`config.mk`:
```
export PLATFORM = sky130hd
export DESIGN_NAME = multiplexed_port_group
export DESIGN_NICKNAME = d
export VERILOG_FILES = /design/src/design/port_group_pkg.sv /design/src/design/multiplexed_port_group.sv
export SDC_FILE = /design/constraint.sdc
export NUM_CORES = 1
export LEC_CHECK = 0
export ABC_AREA = 1
export BUFFER_PORTS_ARGS = -buffer_cell sky130_fd_sc_hd__buf_2
export CAP_MARGIN = 0
export CELL_PAD_IN_SITES_DETAIL_PLACEMENT = 1
export CELL_PAD_IN_SITES_GLOBAL_PLACEMENT = 2
export CORE_MARGIN = 10
export CORE_UTILIZATION = 34
export DETAILED_ROUTE_END_ITERATION = 10
export HOLD_SLACK_MARGIN = 0.08
export PLACE_DENSITY_LB_ADDON = 0.2
export SYNTH_ARGS = -nofsm -noshare
export SYNTH_HDL_FRONTEND = slang
export SYNTH_SLANG_ARGS = --single-unit
```
`constraint.sdc`:
```
create_clock -name ref_clk_in -period 2.7 [get_ports ref_clk_in]
set_clock_uncertainty 0.1 [all_clocks]
set_input_delay 0.27 -clock ref_clk_in [delete_from_list [all_inputs] [get_ports ref_clk_in]]
set_output_delay 0.27 -clock ref_clk_in [all_outputs]
set_load 0.02 [all_outputs]
```
`src/design/port_group_pkg.sv`:
```
// package of register map, field positions and carriers for the port group
package port_group_pkg;

  // ****************************************************************
  // register offsets
  // ****************************************************************
  localparam logic [7:0] PORT_B_DATA_OFS              = 8'h06;
  localparam logic [7:0] PORT_C_DATA_OFS              = 8'h07;
  localparam logic [7:0] PORT_D_DATA_OFS              = 8'h08;
  localparam logic [7:0] INTERRUPT_CONTROL_OFS        = 8'h0b;
  localparam logic [7:0] OPTION_CONTROL_OFS           = 8'h81;
  localparam logic [7:0] PORT_B_DIRECTION_OFS         = 8'h86;
  localparam logic [7:0] PORT_C_DIRECTION_OFS         = 8'h87;
  localparam logic [7:0] PORT_D_DIRECTION_OFS         = 8'h88;
  localparam logic [7:0] PORT_E_DIRECTION_CONTROL_OFS = 8'h89;

  // ****************************************************************
  // reset values
  // ****************************************************************
  localparam logic [7:0] OPTION_CONTROL_RST  = 8'hff;
  localparam logic [7:0] DIRECTION_RST       = 8'hff;
  localparam logic [7:0] PORT_E_CONTROL_RST  = 8'h07;
  localparam logic [7:0] DATA_LATCH_RST      = 8'h00;

  // ****************************************************************
  // field positions
  // ****************************************************************
  localparam int PULLUP_DISABLE_N_BIT      = 7;  // option_control
  localparam int EXT_IRQ_EDGE_BIT          = 6;  // option_control, 1 = rising
  localparam int PORT_CHANGE_FLAG_BIT      = 0;  // interrupt_control
  localparam int EXT_IRQ_FLAG_BIT          = 1;  // interrupt_control
  localparam int PARALLEL_SLAVE_SELECT_BIT = 4;  // port_e_direction_control
  localparam logic [7:0] PORT_E_CONTROL_MASK = 8'h17;  // writable bits
  localparam int EXT_IRQ_PIN               = 0;  // port b
  localparam int CHANGE_LO                 = 4;  // port b change pins 7..4
  localparam int PROG_CLK_PIN              = 6;  // port b
  localparam int PROG_DAT_PIN              = 7;  // port b

  // port c alternate pin positions
  localparam int TIMER_OSC_CLK_PIN  = 0;
  localparam int TIMER_OSC_CMP2_PIN = 1;
  localparam int CMP1_PIN           = 2;
  localparam int SERIAL_CLK_PIN     = 3;
  localparam int SERIAL_DIN_PIN     = 4;
  localparam int SERIAL_DOUT_PIN    = 5;
  localparam int UART_TX_PIN        = 6;
  localparam int UART_RX_PIN        = 7;

  // ****************************************************************
  // carriers
  // ****************************************************************
  // register port request
  typedef struct packed {
    logic [7:0] addr;
    logic [7:0] wdata;
    logic       wr;
    logic       rd;
  } reg_req_s;

  // one 8-bit pin group as driven by the block
  typedef struct packed {
    logic [7:0] out;
    logic [7:0] oe;
  } pin_drive_s;

  // peripheral requests on the eight port c pins
  typedef struct packed {
    logic [7:0] sel;  // 1 = peripheral owns the pin
    logic [7:0] out;  // peripheral output value
    logic [7:0] oe;   // peripheral output enable
  } periph_s;

  // serial programming use of port b pins 6 and 7
  typedef struct packed {
    logic mode;     // programming mode active
    logic dat_out;  // data driven back on pin 7
    logic dat_oe;   // drive enable for pin 7
  } prog_s;

endpackage : port_group_pkg

```
`src/design/multiplexed_port_group.sv`:
```
// port b, c and d pin logic with register port, pull-ups and change detection
`timescale 1ns/100ps

// Summary of operation
// - port c has eight two-way pins, each with its own direction bit
// - software sets each port c pin input or output via its direction register
// - an enabled peripheral overrides the port c direction bit, output or input
// - per-pin select picks latch value or peripheral value for the driver
// - peripheral drive enable counts only while its pin select is active
// - port d has eight pins, each independently input or output
// - control bit 4 of the port e register makes port d a parallel slave port
// - port b pin 0 is general i/o and the external interrupt input
// - only port b pins 4 to 7 take part in change detection
// - every port b pin has a software switched weak pull-up
// - in programming mode port b pin 6 is clock and pin 7 is data
// - port c pin 3 is serial clock, pin 4 serial data in or line
// - port c pin 5 can carry the serial data output
// - port c pin 2 can carry capture in, compare out or pwm out
// - port c pins 0 and 1 carry the timer oscillator and clock input
// - port c pins 6 and 7 carry uart transmit/clock and receive/data
// - direction one floats the driver, zero drives the latch onto the pin
// - data read returns pins; data write loads the latch
// - option bit 7 low enables pull-ups; outputs and reset turn them off
// - input pins 4 to 7 compared with value sampled at last port b read or write set the change flag
module multiplexed_port_group (
  input  wire logic                       ref_clk_in,
  input  wire logic                       rst_in,
  input  wire port_group_pkg::reg_req_s   reg_req_in,
  output logic [7:0]                      reg_rdata_out,
  input  wire logic [7:0]                 port_b_pin_in,
  output port_group_pkg::pin_drive_s      port_b_drive_out,
  output logic [7:0]                      port_b_pullup_en_out,
  input  wire logic [7:0]                 port_c_pin_in,
  output port_group_pkg::pin_drive_s      port_c_drive_out,
  input  wire port_group_pkg::periph_s    port_c_periph_in,
  output logic [7:0]                      port_c_level_out,
  input  wire logic [7:0]                 port_d_pin_in,
  output port_group_pkg::pin_drive_s      port_d_drive_out,
  output logic                            parallel_slave_select_out,
  output logic [2:0]                      port_e_direction_out,
  input  wire port_group_pkg::prog_s      prog_in,
  output logic                            prog_clk_level_out,
  output logic                            prog_dat_level_out,
  output logic                            ext_irq_level_out,
  output logic                            port_change_flag_out,
  output logic                            ext_irq_flag_out
);
  import port_group_pkg::*;

  // ****************************************************************
  // pin synchronisers
  // ****************************************************************
  logic [7:0] b_meta;
  logic [7:0] b_sync;
  logic [7:0] c_meta;
  logic [7:0] c_sync;
  logic [7:0] d_meta;
  logic [7:0] d_sync;

  // two flops on every pin before any logic looks at it
  always_ff @(posedge ref_clk_in) begin
    b_meta <= port_b_pin_in;
    b_sync <= b_meta;
    c_meta <= port_c_pin_in;
    c_sync <= c_meta;
    d_meta <= port_d_pin_in;
    d_sync <= d_meta;
  end

  // ****************************************************************
  // registers
  // ****************************************************************
  logic [7:0] port_b_data;
  logic [7:0] port_c_data;
  logic [7:0] port_d_data;
  logic [7:0] option_control;
  logic [7:0] port_b_direction;
  logic [7:0] port_c_direction;
  logic [7:0] port_d_direction;
  logic [7:0] port_e_direction_control;
  logic [3:0] change_snapshot;
  logic       port_change_flag;
  logic       ext_irq_flag;
  logic       ext_irq_prev;
  logic [1:0] warm_up;

  // address decode
  wire logic wr_b_data   = reg_req_in.wr && reg_req_in.addr == PORT_B_DATA_OFS;
  wire logic wr_c_data   = reg_req_in.wr && reg_req_in.addr == PORT_C_DATA_OFS;
  wire logic wr_d_data   = reg_req_in.wr && reg_req_in.addr == PORT_D_DATA_OFS;
  wire logic wr_intctl   = reg_req_in.wr && reg_req_in.addr == INTERRUPT_CONTROL_OFS;
  wire logic wr_option   = reg_req_in.wr && reg_req_in.addr == OPTION_CONTROL_OFS;
  wire logic wr_b_dir    = reg_req_in.wr && reg_req_in.addr == PORT_B_DIRECTION_OFS;
  wire logic wr_c_dir    = reg_req_in.wr && reg_req_in.addr == PORT_C_DIRECTION_OFS;
  wire logic wr_d_dir    = reg_req_in.wr && reg_req_in.addr == PORT_D_DIRECTION_OFS;
  wire logic wr_e_ctl    = reg_req_in.wr && reg_req_in.addr == PORT_E_DIRECTION_CONTROL_OFS;
  wire logic rd_b_data   = reg_req_in.rd && reg_req_in.addr == PORT_B_DATA_OFS;
  wire logic b_access    = rd_b_data || wr_b_data;

  // data latches: a byte write carries the whole modified value
  always_ff @(posedge ref_clk_in) begin
    if (rst_in) begin
      port_b_data <= DATA_LATCH_RST;
      port_c_data <= DATA_LATCH_RST;
      port_d_data <= DATA_LATCH_RST;
    end else begin
      if (wr_b_data) port_b_data <= reg_req_in.wdata;
      if (wr_c_data) port_c_data <= reg_req_in.wdata;
      if (wr_d_data) port_d_data <= reg_req_in.wdata;
    end
  end

  // option and direction registers
  always_ff @(posedge ref_clk_in) begin
    if (rst_in) begin
      option_control           <= OPTION_CONTROL_RST;  // pull-ups off at reset
      port_b_direction         <= DIRECTION_RST;
      port_c_direction         <= DIRECTION_RST;
      port_d_direction         <= DIRECTION_RST;
      port_e_direction_control <= PORT_E_CONTROL_RST;
    end else begin
      if (wr_option) option_control <= reg_req_in.wdata;
      if (wr_b_dir)  port_b_direction <= reg_req_in.wdata;
      if (wr_c_dir)  port_c_direction <= reg_req_in.wdata;
      if (wr_d_dir)  port_d_direction <= reg_req_in.wdata;
      if (wr_e_ctl)  port_e_direction_control <= reg_req_in.wdata & PORT_E_CONTROL_MASK;
    end
  end

  // ****************************************************************
  // change detection and external interrupt
  // ****************************************************************
  wire logic [3:0] change_inputs = port_b_direction[7:CHANGE_LO];
  wire logic [3:0] mismatch      = (b_sync[7:CHANGE_LO] ^ change_snapshot) & change_inputs;
  wire logic       armed         = warm_up[1];  // synchronisers hold real levels
  wire logic       change_event  = armed && |mismatch;
  wire logic       ext_level     = b_sync[EXT_IRQ_PIN];
  wire logic       ext_rise      = ext_level && !ext_irq_prev;
  wire logic       ext_fall      = !ext_level && ext_irq_prev;
  wire logic       ext_edge      = option_control[EXT_IRQ_EDGE_BIT] ? ext_rise : ext_fall;
  wire logic       ext_event     = armed && ext_edge;
  wire logic       clr_change    = wr_intctl && !reg_req_in.wdata[PORT_CHANGE_FLAG_BIT];
  wire logic       clr_ext       = wr_intctl && !reg_req_in.wdata[EXT_IRQ_FLAG_BIT];

  // snapshot taken on any port b access ends the mismatch; after reset the
  // snapshot and edge memory track the pins first, so no false event follows
  always_ff @(posedge ref_clk_in) begin
    if (rst_in) begin
      change_snapshot <= 4'h0;
      ext_irq_prev    <= 1'b0;
      warm_up         <= 2'h0;
    end else begin
      warm_up <= {warm_up[0], 1'b1};
      if (!armed || b_access) change_snapshot <= b_sync[7:CHANGE_LO];
      ext_irq_prev <= ext_level;
    end
  end

  // sticky flags: an event in the clearing cycle wins
  always_ff @(posedge ref_clk_in) begin
    if (rst_in) begin
      port_change_flag <= 1'b0;
      ext_irq_flag     <= 1'b0;
    end else begin
      port_change_flag <= change_event || (port_change_flag && !clr_change);
      ext_irq_flag     <= ext_event || (ext_irq_flag && !clr_ext);
    end
  end

  // ****************************************************************
  // pin drive selection
  // ****************************************************************
  wire logic       pullup_on   = !option_control[PULLUP_DISABLE_N_BIT];
  wire logic       psp_mode    = port_e_direction_control[PARALLEL_SLAVE_SELECT_BIT];
  logic [7:0]      next_c_out;
  logic [7:0]      next_c_oe;
  logic [7:0]      next_b_out;
  logic [7:0]      next_b_oe;

  // per-pin mux for port c: peripheral or latch/direction
  genvar gi;
  generate
    for (gi = 0; gi < 8; gi++) begin : g_pin
      // select chooses value and drive enable source
      assign next_c_out[gi] = port_c_periph_in.sel[gi] ? port_c_periph_in.out[gi]
                                                      : port_c_data[gi];
      assign next_c_oe[gi]  = port_c_periph_in.sel[gi] ? port_c_periph_in.oe[gi]
                                                      : !port_c_direction[gi];
    end
  endgenerate

  // port b: programming mode takes pins 6 and 7
  always_comb begin
    next_b_out = port_b_data;
    next_b_oe  = ~port_b_direction;
    if (prog_in.mode) begin
      next_b_oe[PROG_CLK_PIN]  = 1'b0;
      next_b_out[PROG_DAT_PIN] = prog_in.dat_out;
      next_b_oe[PROG_DAT_PIN]  = prog_in.dat_oe;
    end
  end

  // registered pin drivers and status outputs
  always_ff @(posedge ref_clk_in) begin
    if (rst_in) begin
      port_b_drive_out          <= '0;
      port_c_drive_out          <= '0;
      port_d_drive_out          <= '0;
      port_b_pullup_en_out      <= 8'h00;
      port_c_level_out          <= 8'h00;
      parallel_slave_select_out <= 1'b0;
      port_e_direction_out      <= PORT_E_CONTROL_RST[2:0];
    end else begin
      port_b_drive_out.out      <= next_b_out;
      port_b_drive_out.oe       <= next_b_oe;
      port_c_drive_out.out      <= next_c_out;
      port_c_drive_out.oe       <= next_c_oe;
      port_d_drive_out.out      <= port_d_data;
      port_d_drive_out.oe       <= psp_mode ? 8'h00 : ~port_d_direction;
      port_b_pullup_en_out      <= pullup_on ? ~next_b_oe : 8'h00;
      port_c_level_out          <= c_sync;
      parallel_slave_select_out <= psp_mode;
      port_e_direction_out      <= port_e_direction_control[2:0];
    end
  end

  // programming and interrupt pin levels for the core
  always_ff @(posedge ref_clk_in) begin
    if (rst_in) begin
      prog_clk_level_out   <= 1'b0;
      prog_dat_level_out   <= 1'b0;
      ext_irq_level_out    <= 1'b0;
      port_change_flag_out <= 1'b0;
      ext_irq_flag_out     <= 1'b0;
    end else begin
      prog_clk_level_out   <= prog_in.mode && b_sync[PROG_CLK_PIN];
      prog_dat_level_out   <= prog_in.mode && b_sync[PROG_DAT_PIN];
      ext_irq_level_out    <= ext_level;
      port_change_flag_out <= port_change_flag;
      ext_irq_flag_out     <= ext_irq_flag;
    end
  end

  // ****************************************************************
  // read path
  // ****************************************************************
  logic [7:0] rd_mux;

  // data registers return pin levels, others their contents
  always_comb begin
    rd_mux = 8'h00;
    case (reg_req_in.addr)
      PORT_B_DATA_OFS:              rd_mux = b_sync;
      PORT_C_DATA_OFS:              rd_mux = c_sync;
      PORT_D_DATA_OFS:              rd_mux = d_sync;
      INTERRUPT_CONTROL_OFS:        rd_mux = {6'h00, ext_irq_flag, port_change_flag};
      OPTION_CONTROL_OFS:           rd_mux = option_control;
      PORT_B_DIRECTION_OFS:         rd_mux = port_b_direction;
      PORT_C_DIRECTION_OFS:         rd_mux = port_c_direction;
      PORT_D_DIRECTION_OFS:         rd_mux = port_d_direction;
      PORT_E_DIRECTION_CONTROL_OFS: rd_mux = port_e_direction_control;
      default:                      rd_mux = 8'h00;
    endcase
  end

  // read data stand only in the cycle after the strobe
  always_ff @(posedge ref_clk_in) begin
    if (rst_in) begin
      reg_rdata_out <= 8'h00;
    end else begin
      reg_rdata_out <= reg_req_in.rd ? rd_mux : 8'h00;
    end
  end

endmodule // multiplexed_port_group

```
---- Yosys cells after proc, flatten, opt, wreduce, memory -nomap -nowiden ----
Index checks and enable logic that the tools add are counted.
word-level totals
  output and inout bits ................... 81
  bits of input ports ..................... 71
  word-level logic and storage cells ...... 114
  bits in registers ....................... 197
operators by class
  eq/ne operators ......................... 9
  mux-type cells .......................... 21
  bitwise logic cells ..................... 6
  reductions and logical operators ........ 43
operator list
  kind                                                                   count
  8-bit case mux with 9 select lines                                     1
  8-bit equality test, second input constant                             5
  8-bit inverter                                                         3
  1-bit logical AND                                                      20
  1-bit two-way mux                                                      19
  8-bit by 3-bit equality test with 1-bit output, second input constant  2
  8-bit by 4-bit equality test with 1-bit output, second input constant  2
  1-bit zero test                                                        15
  2-bit OR reduction                                                     3
  4-bit AND                                                              1
  1-bit logical OR                                                       4
  4-bit OR reduction                                                     1
  4-bit XOR                                                              1
  2-bit two-way mux                                                      1
  1-bit inverter                                                         1

---- Depth between registers and ports, before layout ----
  depth in word-level cells ............... 6
  mapped depth ............................ 11
  mapped depth without buffers ............ 9

---- Least setup slack after synthesis ----
Ideal clock, no wire load.
  path kind ............................... in2reg
  from .................................... input reg_req_in[16] (netlist name)
  to ...................................... register port_c_direction[0]
  data arrival time ....................... 1110 ps
  required time ........................... 2474 ps
  slack ................................... 1365 ps
  stages .................................. 9
  setup time .............................. 126 ps
  path buffers ............................ 1
  cell sequence ........................... inv_2 > nand2_1 > nor2_4 > buf_6 > nand2_2 > nor2_8 > inv_2 > nand2_1 > o211ai_2
between the ends
  cells in the longest elaborated chain, start to end .. 2
ends and longest elaborated chain
  what                  line                           source
  start, declared       multiplexed_port_group.sv:28   input wire port_group_pkg::reg_req_s reg_req_in,
  8-bit equality test   multiplexed_port_group.sv:94   wire logic wr_c_dir = reg_req_in.wr && reg_req_in.addr == PORT_C_DIRECTION_OFS;
  1-bit logical AND     multiplexed_port_group.sv:94
  end signal, assigned  multiplexed_port_group.sv:124  if (wr_c_dir) port_c_direction <= reg_req_in.wdata;
  end, declared         multiplexed_port_group.sv:78   logic [7:0] port_c_direction;
No other way between the ends.
A chain may end at the register's enable or synchronous reset.

==> metrics <==
final setup fails=0; FF+latch area=3940 µm²; syn_area_per_cell=9.01 µm²; syn nets=784; gr usage total=0.169; Compound-Gate Fraction of Synth Area=0.129; Max Transition Viols Final=0; synth unique cells=29; Leak=4.10 nW; Post-Synth Adder-Cell Area=0; worst hold start=reg_req_in[8]; Setup WS pre-CTS=0.787 ns; 1st-pass router iterations=4; hold_buf cts=58; GR Overflow Total=0; Worst EP arrival=2.07 ns; Setup Crit Path Kind=input port to register; setup bufs post-CTS=0; multiplexer share of the synthesized area=0; Std-Cell Rows=50; Yosys top cell by area=dfxtp_1; met2 GRT Util=0.278; xor and xnor area share after synthesis=0; top cells by area, synth=dfxtp_1, a21oi_1, o21ai_0, nand3_1, nand2_1; Yosys top cell area share=0.614; filler cell count=2170; yosys warns=0; Core Region=18600 µm²; die height=157 µm; # DRC=0; Hold Path End=port_d_direction[6]$_SDFFE_PP1P_; Die Wd=157 µm; Cell Area, Synth=6430 µm²; Routed WL=20500 µm; IO Pins=152; synthesis-stage register bit count=197; vias in the first global route=5922; max-cap violation count=0; clk root buf=clkbuf_16; final std cells w/o fill=1167; wire per inst=17.6 µm; hold crit path type=input port to register; ys async rst share=0; Layout Nets=991; RSZ-0062 raised after global routing=no; Final WS setup=0.900 ns; Top Usage Layer GRT=met2; Worst-Margin Slew=0.727 ns; most frequent cells after synthesis=dfxtp_1, nand2_1, nor2_1; # diodes=0; worst-case clock buffer depth=2; worst skew pair latency=0.44 ns; Worst-path clk slew=0.07 ns; Worst R2R Path Depth=2; First DRT Iteration DRCs=222; status=finished clean; startpoint types=input port; final cycle utilization of the critical path=0.667; most common cell in the synthesized netlist=dfxtp_1; share of cells above drive strength 1=0.247; number of synthesized flops with an enable pin=0; r2r startpoint=port_c_direction[5]$_SDFFE_PP1P_; Max Clock Freq=555 MHz; Largest regs=port_b_drive_out (16), port_c_drive_out (16), port_d_drive_out (16); Final min period=1.80 ns; sequential fraction of the synthesis area=0.614; Reg-to-Reg End=port_c_drive_out[5]$_SDFF_PP0_; largest family of logic cells by synthesized area=simple AND/OR/NAND/NOR gates; pwr dens=693 nW/µm²; Initial Util=0.345; Sink Count=197; TritonCTS clock tree=built; first-pass GRT wire length=32500 µm; VDD IR max=0.000433 V; drt via density=4.61; Relative slew margins=0.515; CTS resizes=0; Syn Inst Count=713; area occupied by multi-input gates=1990 µm²; die area=24800 µm²; hold depth=3; CP Capture Type=register; fin util=0.458; initial antenna violation count=0; CTS H-Tree Depth=4; Post-Route Setup TNS=0 ns; # port buffers=151; Cells after DPL=1077; CTS Buf Count=17; RD Place Congestion=0.848; Antenna Nets Post-Route=0; top_reg_cell synth=dfxtp_1; WP data required=2.97 ns; Area Growth Syn to Fin=32.8%; Final Hold Fails=0; DP HPWL=14700 µm; r2r setup slk=1.40 ns; vias=5376; Crit Path Max Fanout=33; met1 usage=0.208; met3 global-route usage=0.0467; simple-gate share of the synthesized area=0.181; largest net degree at the start of global routing=62; Fin Hold WS=0.114 ns
## kinds of logic (layout without fill, tap and decap cells)
group	count (synthesis)	count (layout)
simple gates	246	246
buf+inv	114	334
compound gates	156	156
flops	197	197
## per-layer routing
| metal | wire, µm | vias up |
|---|---|---|
| met4 | 359 | 0 |
| met5 | 0 | - |
| met3 | 1320 | 22 |
| met1 | 9340 | 2497 |
| li1 | - | 2707 |
| met2 | 9470 | 150 |
## layout make-up
| class | count | area share |
|---|---|---|
| clock buffers | 17 | 0.0499 |
| multi-input cells | 402 | 0.233 |
| well taps | 234 | 0.0343 |
| flip-flops and latches | 197 | 0.462 |
| repair buffers | 214 | 0.162 |
| clock inverters | 15 | 0.0191 |
| inverters | 88 | 0.0390 |
## worst max path at each step
| stage | startpoint | endpoint |
|---|---|---|
| after CTS | rst_in | port_c_drive_out[9]$_SDFF_PP0_ |
| after global routing | rst_in | port_c_drive_out[1]$_SDFF_PP0_ |
| after detailed placement | reg_req_in[16] | reg_rdata_out[2]$_SDFF_PP0_ |
| after floorplan | reg_req_in[16] | port_c_direction[0]$_SDFFE_PP1P_ |
| after global placement | reg_req_in[16] | reg_rdata_out[2]$_SDFF_PP0_ |
| final | rst_in | port_c_drive_out[4]$_SDFF_PP0_ |
## where the power goes
part / leakage (nW) / internal [W] / switching (W) / total (W)
logic: 2.20 / 0.000151 / 0.000215 / 0.000365
registers: 1.62 / 0.00298 / 0.0000286 / 0.00300
clock network: 0.284 / 0.00132 / 0.00123 / 0.00254
## metrics by stage
stage	cell area (µm²)	power, W
after CTS	8530	0.00597
after floorplan	6430	0.00322
after detailed placement	7360	0.00338
after global routing	8530	0.00612
final	8530	0.00591
after global placement	7360	0.00337
## cell usage in the layout, fill, tap and decap left out, types with 2 or more instances in the layout
cell / instances
a21oi_1: 68
a21oi_2: 2
buf_2: 151
buf_4: 4
clkbuf_16: 17
clkinv_4: 5
clkinvlp_4: 2
dfxtp_1: 197
dlygate4sd3_1: 58
inv_1: 78
inv_2: 9
inv_6: 2
inv_8: 5
nand2_1: 79
nand2_2: 6
nand2_4: 3
nand3_1: 60
nand3_2: 3
nor2_1: 79
nor2_4: 6
nor2_8: 2
nor3_1: 2
o211ai_1: 5
o211ai_2: 2
o21ai_0: 66
o21ai_1: 10
o21ai_2: 3
or2_2: 3
## critical path, cell delays in order
cell and delay [ns]:
buf_2 0.12, inv_2 0.49, buf_4 0.35, o21ai_0 0.12
a21oi_1 0.14, dlygate4sd3_1 0.58
(Power assumes the default switching activity.)
